### config.mk
export PLATFORM = sky130hd
export DESIGN_NAME = port3_pin_control
export DESIGN_NICKNAME = d
export VERILOG_FILES = /design/src/design/port3_pkg.sv /design/src/design/pin_glitch_filter.sv /design/src/design/port3_pin_control.sv
export SDC_FILE = /design/constraint.sdc
export NUM_CORES = 1
export LEC_CHECK = 0
export ABC_AREA = 1
export BUFFER_PORTS_ARGS = -buffer_cell sky130_fd_sc_hd__buf_4
export CELL_PAD_IN_SITES_DETAIL_PLACEMENT = 0
export CELL_PAD_IN_SITES_GLOBAL_PLACEMENT = 1
export CORE_MARGIN = 2
export CORE_UTILIZATION = 36
export CTS_CLUSTER_DIAMETER = 150
export DETAILED_ROUTE_END_ITERATION = 8
export PLACE_DENSITY = 0.79
export SYNTH_ARGS = -nofsm -noshare
export SYNTH_HDL_FRONTEND = slang
export SYNTH_SLANG_ARGS = --single-unit
### constraint.sdc
create_clock -name clk -period 1 [get_ports clk]
set_input_delay 0.1 -clock clk [delete_from_list [all_inputs] [get_ports clk]]
set_output_delay 0.1 -clock clk [all_outputs]
set_load 0.005 [all_outputs]
### src/design/port3_pkg.sv
// Constants shared by the port 3 pin control block
package port3_pkg;
  localparam int PORT_W = 8;
  localparam logic [7:0] LATCH_RESET = 8'hff;
  // Pin roles
  localparam int RX_BIT = 0;
  localparam int INTA_BIT = 2;
  localparam int INTB_BIT = 3;
  localparam int CNTA_BIT = 4;
  localparam int CNTB_BIT = 5;
  localparam int PWM1_BIT = 3;
  localparam int PWM0_BIT = 4;
  localparam int MOSI_BIT = 3;
  // Glitch rejection, longest rejected pulse rounds down
  localparam int CLK_PERIOD_NS = 10;
  localparam int GLITCH_NS = 50;
  localparam int GLITCH_CYC_I = GLITCH_NS / CLK_PERIOD_NS;
  localparam logic [2:0] GLITCH_CYCLES =
    3'(GLITCH_CYC_I < 1 ? 1 : GLITCH_CYC_I);
endpackage : port3_pkg

### src/design/pin_glitch_filter.sv
// Pin synchroniser with glitch filter for one serial pin
`timescale 1ns/10ps
module pin_glitch_filter (
  input wire logic clk,
  input wire logic sys_rst,
  input wire logic pin_in,
  output logic level_sync,
  output logic level_filt
);
  logic sync1;
  logic sync2;
  logic sync3;
  logic [2:0] cnt;
  logic next_level_sync;
  logic next_level_filt;
  logic [2:0] next_cnt;

  always_comb begin
    next_level_sync = (sync2 == sync3) ? sync3 : level_sync;
    next_level_filt = level_filt;
    next_cnt = 3'h0;
    // Pulses of up to the glitch time never reach the filtered level
    if (level_sync != level_filt) begin
      if (cnt == port3_pkg::GLITCH_CYCLES) begin
        next_level_filt = level_sync;
      end else begin
        next_cnt = cnt + 3'h1;
      end
    end
  end

  always_ff @(posedge clk) begin
    if (sys_rst) begin
      sync1 <= 1'b1;
      sync2 <= 1'b1;
      sync3 <= 1'b1;
      level_sync <= 1'b1;
      level_filt <= 1'b1;
      cnt <= 3'h0;
    end else begin
      sync1 <= pin_in;
      sync2 <= sync1;
      sync3 <= sync2;
      level_sync <= next_level_sync;
      level_filt <= next_level_filt;
      cnt <= next_cnt;
    end
  end
endmodule : pin_glitch_filter

### src/design/port3_pin_control.sv
// Port 3 latch, pin drive and serial pin control
// Function
// - latch one releases pin to pull-up
// - latch zero drives pin low
// - secondary function acts only with latch one
// - PWM outputs override latch on bits three, four
// - secondary functions mapped per pin
// - two-wire mode disables strong serial pull-ups
// - SPI mode gives push-pull serial pins
// - two-wire inputs reject pulses up to 50 ns
// - software drives serial pins directly in master
// - MOSI shares bit three latch and driver
// - read-modify-write reads return the latch
// - bit writes change only the selected latch bit
// - plain reads return sampled pin levels
`timescale 1ns/10ps
module port3_pin_control (
  input wire logic clk,
  input wire logic sys_rst,
  input wire logic cpu_wr_byte,
  input wire logic [7:0] cpu_wr_data,
  input wire logic cpu_wr_bit,
  input wire logic [2:0] cpu_bit_sel,
  input wire logic cpu_bit_val,
  input wire logic cpu_rd,
  input wire logic cpu_rd_latch,
  output logic [7:0] cpu_rd_data,
  output logic [7:0] port3_latch,
  input wire logic [7:0] alt_out,
  input wire logic pwm_pin_config,
  input wire logic pwm0_out,
  input wire logic pwm1_out,
  input wire logic serial_port_select,
  input wire logic spi_mosi_out,
  input wire logic [7:0] p3_pin_in,
  output logic [7:0] p3_pin_out,
  output logic [7:0] p3_pin_oe_n,
  output logic uart_rx_in,
  output logic ext_interrupt_a,
  output logic ext_interrupt_b,
  output logic counter_input_a,
  output logic counter_input_b,
  input wire logic spi_drive_en,
  input wire logic spi_sclk_out,
  input wire logic spi_sdata_out,
  input wire logic i2c_scl_low,
  input wire logic i2c_sda_low,
  input wire logic sw_direct_en,
  input wire logic sw_scl,
  input wire logic sw_sda,
  input wire logic serial_clock_pin_in,
  output logic serial_clock_pin_out,
  output logic serial_clock_pin_oe_n,
  output logic serial_clock_strong,
  input wire logic serial_data_pin_in,
  output logic serial_data_pin_out,
  output logic serial_data_pin_oe_n,
  output logic serial_data_strong,
  output logic spi_sclk_in,
  output logic spi_sdata_in,
  output logic i2c_scl_in,
  output logic i2c_sda_in
);
  logic [7:0] sync1;
  logic [7:0] sync2;
  logic [7:0] sync3;
  logic [7:0] pin_stable;
  logic [7:0] next_pin_stable;
  logic [7:0] alt_eff;
  logic [7:0] level;
  logic [7:0] next_latch;
  logic [7:0] next_rd_data;
  logic next_sclk_out;
  logic next_sclk_oe_n;
  logic next_sclk_strong;
  logic next_sdata_out;
  logic next_sdata_oe_n;
  logic next_sdata_strong;

  // Pin sampling and per-pin drive level
  genvar i;
  generate
    for (i = 0; i < port3_pkg::PORT_W; i++) begin : g_pin
      assign next_pin_stable[i] =
        (sync2[i] == sync3[i]) ? sync3[i] : pin_stable[i];
      always_ff @(posedge clk) begin
        if (sys_rst) begin
          sync1[i] <= 1'b1;
          sync2[i] <= 1'b1;
          sync3[i] <= 1'b1;
          pin_stable[i] <= 1'b1;
        end else begin
          sync1[i] <= p3_pin_in[i];
          sync2[i] <= sync1[i];
          sync3[i] <= sync2[i];
          pin_stable[i] <= next_pin_stable[i];
        end
      end
    end
  endgenerate

  always_comb begin
    next_latch = port3_latch;
    if (cpu_wr_byte) begin
      next_latch = cpu_wr_data;
    end else if (cpu_wr_bit) begin
      next_latch[cpu_bit_sel] = cpu_bit_val;
    end
    next_rd_data = cpu_rd_data;
    if (cpu_rd) begin
      next_rd_data = cpu_rd_latch ? port3_latch : pin_stable;
    end
    alt_eff = alt_out;
    if (serial_port_select) begin
      alt_eff[port3_pkg::MOSI_BIT] = spi_mosi_out;
    end
    level = port3_latch & alt_eff;
    if (pwm_pin_config) begin
      level[port3_pkg::PWM1_BIT] = pwm1_out;
      level[port3_pkg::PWM0_BIT] = pwm0_out;
    end
    if (serial_port_select) begin
      next_sclk_out = spi_sclk_out;
      next_sclk_oe_n = ~spi_drive_en;
      next_sclk_strong = spi_drive_en & spi_sclk_out;
      next_sdata_out = spi_sdata_out;
      next_sdata_oe_n = ~spi_drive_en;
      next_sdata_strong = spi_drive_en & spi_sdata_out;
    end else begin
      // Open drain: only low is driven, pull-up stays weak
      next_sclk_out = 1'b0;
      next_sclk_strong = 1'b0;
      next_sdata_out = 1'b0;
      next_sdata_strong = 1'b0;
      if (sw_direct_en) begin
        next_sclk_oe_n = sw_scl;
        next_sdata_oe_n = sw_sda;
      end else begin
        next_sclk_oe_n = ~i2c_scl_low;
        next_sdata_oe_n = ~i2c_sda_low;
      end
    end
  end

  always_ff @(posedge clk) begin
    if (sys_rst) begin
      port3_latch <= port3_pkg::LATCH_RESET;
      cpu_rd_data <= 8'h00;
      p3_pin_out <= 8'hff;
      p3_pin_oe_n <= 8'hff;
      uart_rx_in <= 1'b1;
      ext_interrupt_a <= 1'b1;
      ext_interrupt_b <= 1'b1;
      counter_input_a <= 1'b1;
      counter_input_b <= 1'b1;
      serial_clock_pin_out <= 1'b0;
      serial_clock_pin_oe_n <= 1'b1;
      serial_clock_strong <= 1'b0;
      serial_data_pin_out <= 1'b0;
      serial_data_pin_oe_n <= 1'b1;
      serial_data_strong <= 1'b0;
    end else begin
      port3_latch <= next_latch;
      cpu_rd_data <= next_rd_data;
      p3_pin_out <= level;
      p3_pin_oe_n <= level;
      uart_rx_in <= pin_stable[port3_pkg::RX_BIT];
      ext_interrupt_a <= pin_stable[port3_pkg::INTA_BIT];
      ext_interrupt_b <= pin_stable[port3_pkg::INTB_BIT];
      counter_input_a <= pin_stable[port3_pkg::CNTA_BIT];
      counter_input_b <= pin_stable[port3_pkg::CNTB_BIT];
      serial_clock_pin_out <= next_sclk_out;
      serial_clock_pin_oe_n <= next_sclk_oe_n;
      serial_clock_strong <= next_sclk_strong;
      serial_data_pin_out <= next_sdata_out;
      serial_data_pin_oe_n <= next_sdata_oe_n;
      serial_data_strong <= next_sdata_strong;
    end
  end

  pin_glitch_filter u_sclk_filter (
    .clk(clk),
    .sys_rst(sys_rst),
    .pin_in(serial_clock_pin_in),
    .level_sync(spi_sclk_in),
    .level_filt(i2c_scl_in)
  );

  pin_glitch_filter u_sdata_filter (
    .clk(clk),
    .sys_rst(sys_rst),
    .pin_in(serial_data_pin_in),
    .level_sync(spi_sdata_in),
    .level_filt(i2c_sda_in)
  );
endmodule : port3_pin_control

# Yosys cells after proc, flatten, opt, wreduce, memory -nomap -nowiden
# Cells that the tools add are included.
# Widths: inputs -> output; s select.
word_totals:
  reg_bits: 83
  inputBits: 49
  out_inout_bits: 47
  wordCells: 104
classes:
  n_addsub: 2
  magnitude_cmp: 2
  n_eq_ne: 14
  n_mux: 12
  n_bitwise: 9
  reduce_logical: 7
ops:
  columns: ["cell", "count"]
  rows:
  - ["$mux 8", 3]
  - ["$eq 1x1->1", 10]
  - ["$and 8x8->8", 1]
  - ["$bwmux 8", 1]
  - ["$add 3x1->3 const B", 2]
  - ["$eq 3x3->1 const B", 2]
  - ["$mux 1", 6]
  - ["$not 1->1", 6]
  - ["$reduce_or 3->1", 2]
  - ["$lt 3x4->1 const B", 1]
  - ["$reduce_and 2->1", 2]
  - ["$demux 1 s3", 1]
  - ["$ge 3x1->1 const B", 1]
  - ["$and 1x1->1", 2]
  - ["$mux 2", 1]
  - ["$ne 1x1->1", 2]
  - ["$reduce_bool 2->1", 1]
  - ["$reduce_or 2->1", 1]
  - ["$logic_and 1x1->1", 1]

# Longest topological paths before layout
# Gate-level depths: netlist of run 1.
depth:
  ltp_word: 7
  mapped_depth: 6
  ltp_nobuf: 6

# Hierarchy
# Synthesis of run 1 repeated with hierarchy kept, for this count alone.
unflattened:
  cells_unflattened: 365
  area_unflattened_um2: 3042.9
modules_own_cells:
  columns: ["module", "n_inst", "cells_per_inst", "area_per_inst_um2", "seq_area_each_um2"]
  rows:
  - ["port3_pin_control", 1, 295, 2449.8, 1341.3]
  - ["pin_glitch_filter", 2, 35, 296.5, 160.2]

# Worst setup path after synthesis of run 1
# OpenSTA, ideal clock, no wires.
synth_timing:
  path_type: "register -> register"
  startpoint: "register u_sclk_filter.cnt[1]"
  endpoint: "register u_sclk_filter.cnt[0]"
  arrival_ps: 766
  setup_slack_ps: 169
  path_stages_with_launch: 6
  n_path_buf: 0
  path_cell_list: "dfxtp_1 > inv_1 > ha_1 > nand2_1 > nand3_1 > nor2_1"
synth_between:
  elab_chain_cells: 2
synth_rtl:
  columns: ["element", "line_no", "text"]
  rows:
  - ["start: declaration", "pin_glitch_filter.sv:13", "logic [2:0] cnt;"]
  - ["start signal: assignment", "pin_glitch_filter.sv:46", "cnt <= next_cnt;"]
  - ["$eq 3x3->1", "pin_glitch_filter.sv:24", "if (cnt == port3_pkg::GLITCH_CYCLES) begin"]
  - ["$reduce_or 3->1 (no line)", null, null]
# Every way passes these cells.
# A chain may end at the register's enable or synchronous reset.

# Worst setup path in the final report of run 1
layout_timing:
  startpoint: "register port3_latch[0]"
  endpoint: "output port port3_latch[0]"
layout_rtl:
  columns: ["element", "line_no", "text"]
  rows:
  - ["start: declaration", "port3_pin_control.sv:28", "output logic [7:0] port3_latch,"]
  - ["start signal: assignment", "port3_pin_control.sv:147", "port3_latch <= port3_pkg::LATCH_RESET;"]
  - ["start signal: assignment", "port3_pin_control.sv:163", "port3_latch <= next_latch;"]
# No word-level cell between the ends.

==> results of run 1 <==
[cell families after synthesis]
| group | count (synthesis) | synth area share, % |
|---|---|---|
| xor gates and xnor gates | 4 | 1.16 |
| DFF | 83 | 55.0 |
| buffers and inverters | 52 | 8.28 |
| adders and majority gates | 4 | 1.66 |
| AOI/OAI and AO/OA | 40 | 7.37 |
| and+or+nand+nor | 172 | 26.5 |
[sequential cells by signal, indices dropped and copies added, names as in the netlist, 3 cells and up]
signal              cells
sync3                   8
u_sclk_filter.cnt       3
cpu_rd_data             8
port3_latch             8
pin_stable              8
p3_pin_oe_n             8
sync2                   8
u_sdata_filter.cnt      3
sync1                   8
[power by group]
group          switching (mW)  leakage (nW)  internal (mW)
logic                   0.317          1.17          0.444
registers              0.0851         0.682           3.45
clock network            1.23        0.0851          0.986
total                    1.63          1.94           4.88
[routing by layer]
layer | routed length, um | up-vias
met4 | 94 | 0
met1 | 3030 | 1137
met3 | 457 | 8
li1 | - | 1345
met5 | 0 | -
met2 | 3060 | 87
[layout make-up]
cell class | instances | area, um^2 | share of cell area (%)
clock buffer | 10 | 138 | 3.25
clock inverter | 6 | 48.8 | 1.15
inverter | 29 | 111 | 2.63
multi-input combinational | 220 | 1130 | 26.7
sequential | 83 | 1680 | 39.8
tap | 105 | 131 | 3.11
timing repair buffer | 121 | 991 | 23.4
[what timing repair did]
item / in CTS / in global routing
endpoints found under the hold margin: 24 / 0
resized for setup: 6 / 14
pin swaps: 0 / 1
setup endpoints to repair: 6 / 14
hold buffers: 23 / 0
[placed cells by master, fill, tap and decap left out, types with 2 or more instances in the layout]
master	synthesis	layout
a21oi_1	13	13
buf_12	0	2
buf_4	11	96
clkbuf_8	0	10
clkinv_4	0	2
clkinvlp_4	0	3
dfxtp_1	83	69
dfxtp_2	0	13
dlygate4sd3_1	0	23
ha_1	4	4
inv_1	24	24
inv_2	4	4
nand2_1	71	69
nand2_2	0	2
nand3_1	42	40
nand3_2	1	3
nand4_1	2	2
nor2_1	18	17
nor2_2	3	4
nor3_1	2	2
o211ai_1	8	8
o21ai_0	16	16
o21ai_1	2	2
or2_2	33	33
xnor2_1	2	2
xor2_1	2	2
[worst max path at each step]
stage / cells past startpoint / slack (ns) / end / from
after CTS: 1 / 0.001 / port3_latch[2] / port3_latch[2]$_SDFFE_PP1P_
after detailed placement: 5 / 0.03 / u_sclk_filter.cnt[1]$_SDFF_PP0_ / u_sclk_filter.cnt[1]$_SDFF_PP0_
after global routing: 5 / -0.002 / u_sclk_filter.cnt[0]$_SDFF_PP0_ / u_sclk_filter.cnt[1]$_SDFF_PP0_
after floorplan: 5 / 0.17 / u_sclk_filter.cnt[0]$_SDFF_PP0_ / u_sclk_filter.cnt[1]$_SDFF_PP0_
after global placement: 6 / 0.10 / port3_latch[7]$_SDFFE_PP1P_ / cpu_wr_byte
final: 1 / 0.05 / port3_latch[0] / port3_latch[0]$_SDFFE_PP1P_
==> flow_summary.yaml, run 1 <==
status:
  status: "finished, final reports clean"
setup_path:
  cp_top_family: "flip-flops"
  critPathCaptureType: "output port"
  r2r_end: "u_sclk_filter.cnt[1]$_SDFF_PP0_"
  cp.arrival_ns: 0.85
  slowest_stage: "dfxtp_4"
  crit_fanout: 4
  crit_chain: "buf_4"
  path_class: "reg -> out"
  cpPeakStageDelay_ns: 0.37
  cp-start-kind: "flip-flop"
  r2r-start: "u_sclk_filter.cnt[1]$_SDFF_PP0_"
  reg2reg_slack_ns: 0.07
  path_buf_inv: 1
  reg2reg_depth: 5
  cp.required_ns: 0.90
finish:
  nFillCells: 772
  layout-drive-gt1-share_pct: 37.3
  syn2layout_area_growth_pct: 40.0
  final_core_util_pct: 51.7
  final_net_count: 517
  diodes: 0
  fin_cells: 574
  postLayoutCellArea_um2: 4230
routing:
  vias: 2577
  ant_nets: 0
  dr.pass1.iters: 4
  via_per_inst: 4.49
  dr.first_iter.drc_count: 127
  routedWlPerCell_um: 11.6
  drt-total-wl_um: 6640
  drc: 0
placement:
  place_area_um2: 3770
  dp.cells: 535
  hpwlAfterDp_um: 4600
  finalWeightedCongestion: 0.780
  io_buffers: 95
  dp_slack_ns: 0.0275
power_and_ir_drop:
  fin_total_pwr_mw: 6.50
  power.leakage_nw: 1.94
  power.density_nw_per_um2: 1540
  peakVddDrop_v: 0.00101
clock_tree:
  cts_tree: "done"
  clk_pin_slew_ns: 0.08
  cts_setup_buffers: 0
  cts-root-buf: "clkbuf_8"
  cts_made_buffers: 9
  h-tree-depth: 3
  cts_max_path_buffers: 2
  clock_latency_ns: 0.35
  cts.sinks: 83
timing:
  fmax_ghz: 1.06
  fin_crit_sh_pct: 94.6
  hold_violations: 0
  rsz0062_at_grt: "true"
  setup_viol: 0
  setup_ws_ns: 0.0539
  fin_crit_ns: 0.946
  fin_skew_ns: 0.00708
  slew_viol_final: 0
  worstMarginPinSlew_ns: 0.235
  finalSetupTns_ns: 0
  fin_hold_ws_ns: 0.0389
  relSlewSlack_pct: 84.3
synth:
  synth-edff-count: 0
  async_reset_ff_share_pct: 0
  synth.most_common_cell: "dfxtp_1"
  yosysUniqueCellTypes: 24
  syn_inst: 355
  syn-num-nets: 408
  synth_area_leader_cell: "dfxtp_1"
  synth_top_area_share_pct: 55.0
  ys_ff_latch: 83
  synth_ff_type: "dfxtp_1"
  synth_area_leaders: "dfxtp_1 (55%), nand2_1 (8.8%), nand3_1 (7.0%)"
  ys_seq_area_share_pct: 55.0
  yosysWarnings: 0
  synth.avg_cell_area_um2: 8.51
  synth_area_um2: 3020
  synth.top_cells.by_count: "dfxtp_1 (83), nand2_1 (71), nand3_1 (42), or2_2 (33), inv_1 (24)"
grt:
  overflow: 0
  gr-usage-met1_pct: 18.1
  grt_most_used_layer: "met2"
  track_usage_pct: 14.9
  grtUsageMet2_pct: 24.4
  grt_pass1_wl_um: 10400
  grt_pass1_vias: 2240
  grt_max_degree: 31
  antenna_found_initial: 0
  use_met3_pct: 4.51
die:
  start_util_pct: 37.0
  core_um2: 8180
  die_h_um: 95.6
  fp.dieW_um: 95.6
  ios: 96
  dieArea_um2: 9140
  num_rows: 33
worst_hold_path:
  hold_class: "in -> reg"
  min_to: "serial_clock_pin_oe_n$_SDFF_PP1_"
  hold_start: "i2c_scl_low"
  hold-path-cell-count: 4
run:
  drv_cap: 0
Power figures use the tool's default switching activity.
==> run 2: changes to the inputs <==
--- a/config.mk
+++ b/config.mk
@@ -14,6 +14,7 @@
 export CTS_CLUSTER_DIAMETER = 150
 export DETAILED_ROUTE_END_ITERATION = 8
 export PLACE_DENSITY = 0.79
+export SETUP_SLACK_MARGIN = 0.3
 export SYNTH_ARGS = -nofsm -noshare
 export SYNTH_HDL_FRONTEND = slang
 export SYNTH_SLANG_ARGS = --single-unit
==> flow_summary.yaml, run 2 (synthesis gave the netlist of run 1 again) <==
die:
  ios: 96
  num_rows: 33
  fp.dieW_um: 95.6
  start_util_pct: 37.0
  dieArea_um2: 9140
  die_h_um: 95.6
  core_um2: 8180
timing:
  fin_hold_ws_ns: -0.0691
  fin_skew_ns: 0.00566
  finalSetupTns_ns: 0
  fin_crit_sh_pct: 90.8
  fin_crit_ns: 0.908
  setup_ws_ns: 0.0916
  slew_viol_final: 0
  worstMarginPinSlew_ns: 0.257
  fmax_ghz: 1.10
  setup_viol: 0
  rsz0062_at_grt: "true"
  relSlewSlack_pct: 82.8
  hold_violations: 12
finish:
  layout-drive-gt1-share_pct: 58.1
  final_net_count: 518
  ff_latch_area_um2: 1730
  final_cell_mix: "nand2_1 (57), buf_4 (56), buf_6 (54), dfxtp_2 (43), dfxtp_1 (37)"
  syn2layout_area_growth_pct: 59.4
  mostFrequentLayoutCell: "nand2_1"
  nFillCells: 707
  final_core_util_pct: 58.9
  diodes: 0
  multi_input_area_um2: 1440
setup_path:
  path_buf_inv: 1
  cp_top_family: "flip-flops"
  cp.required_ns: 0.90
  slowest_stage: "dfxtp_4"
  crit_chain: "buf_6"
  path_class: "reg -> out"
  critPathCaptureType: "output port"
  crit_fanout: 2
  cp-start-kind: "flip-flop"
  cp.arrival_ns: 0.81
  cpPeakStageDelay_ns: 0.36
clock_tree:
  cts_tree: "done"
  cts_hold_buffers: 9
  h-tree-depth: 3
  cts_max_path_buffers: 2
  cts-root-buf: "clkbuf_8"
  clock_latency_ns: 0.34
  clk_pin_slew_ns: 0.08
  cts_made_buffers: 9
  cts.sinks: 83
status:
  status: "finished with violations"
  violations: "hold timing"
power_and_ir_drop:
  power.leakage_nw: 2.17
  power.density_nw_per_um2: 1500
  peakVddDrop_v: 0.000951
routing:
  drt-total-wl_um: 7040
  via_per_inst: 4.59
  routedWlPerCell_um: 12.2
  vias: 2639
  dr.pass1.iters: 4
  drc: 0
  ant_nets: 0
  dr.first_iter.drc_count: 86
run:
  drv_cap: 0
placement:
  io_buffers: 95
  hpwlAfterDp_um: 4770
  dp_slack_ns: 0.0420
  finalWeightedCongestion: 0.837
grt:
  overflow: 0
  track_usage_pct: 16.4
  grt_pass1_vias: 2469
  antenna_found_initial: 0
  grt_pass1_wl_um: 11400
  grt_max_degree: 29
worst_hold_path:
  hold_class: "in -> reg"
## run 2: changes by cell type in the layout (fill, tap and decap cells not counted), moves of 8 or more
| cell | delta |
|---|---|
| o21ai_1 | +8 |
| o21ai_0 | -8 |
| nand2_4 | +8 |
| dfxtp_1 | -32 |
| nand2_1 | -12 |
| buf_4 | -40 |
| or2_2 | -13 |
| or2_4 | +13 |
| dlygate4sd3_1 | -14 |
| buf_6 | +54 |
| dfxtp_2 | +30 |
| nand3_2 | +23 |
| nand3_1 | -25 |
## run 2: power breakdown
group	total, mW	switching (mW)	internal, mW
clock network	2.65	1.17	1.49
registers	3.55	0.0938	3.46
logic	1.00	0.418	0.587
total	7.21	1.68	5.53
## run 2: final timing paths
kind                               startpoint                          endpoint  slack (ns)  depth (start not counted)
max               port3_latch[0]$_SDFFE_PP1P_                    port3_latch[0]        0.09                          1
min                              p3_pin_in[3]               sync1[3]$_SDFF_PP1_       -0.07                          2
max reg2reg  u_sdata_filter.cnt[0]$_SDFF_PP0_  u_sdata_filter.cnt[2]$_SDFF_PP0_        0.10                          3
min reg2reg               sync1[7]$_SDFF_PP1_               sync2[7]$_SDFF_PP1_        0.41                          1
## run 2: final cells by class
cell class	instances	share of cell area, %
multi-input combinational	220	29.8
clock buffer	11	2.94
timing repair buffer	122	24.5
sequential	83	35.8
clock inverter	5	1.77
inverter	29	2.42
tap	105	2.73
## run 2: layer usage
| layer | routed length, um | GRT usage [%] |
|---|---|---|
| met5 | 0 | 0 |
| met4 | 259 | 9.76 |
| met3 | 446 | 3.72 |
| met2 | 3360 | 26.3 |
| met1 | 2980 | 19.9 |
## run 2: timing repair
item | CTS | global route
setup buffers | 13 | 2
pin swaps | 17 | 18
hold endpoints to repair | 24 | 12
endpoints found under the setup margin | 66 | 89
gates resized for setup | 106 | 53
## run 2: stage by stage
stage / total power, mW / cell area, um^2 / std cells
final: 7.21 / 4820 / 575
after global routing: 7.57 / 4820 / 575
after CTS: 7.22 / 4610 / 573
after detailed placement: 4.32 / 3890 / 535
after global placement: 4.31 / 3890 / 535
after floorplan: 3.96 / 3180 / 355
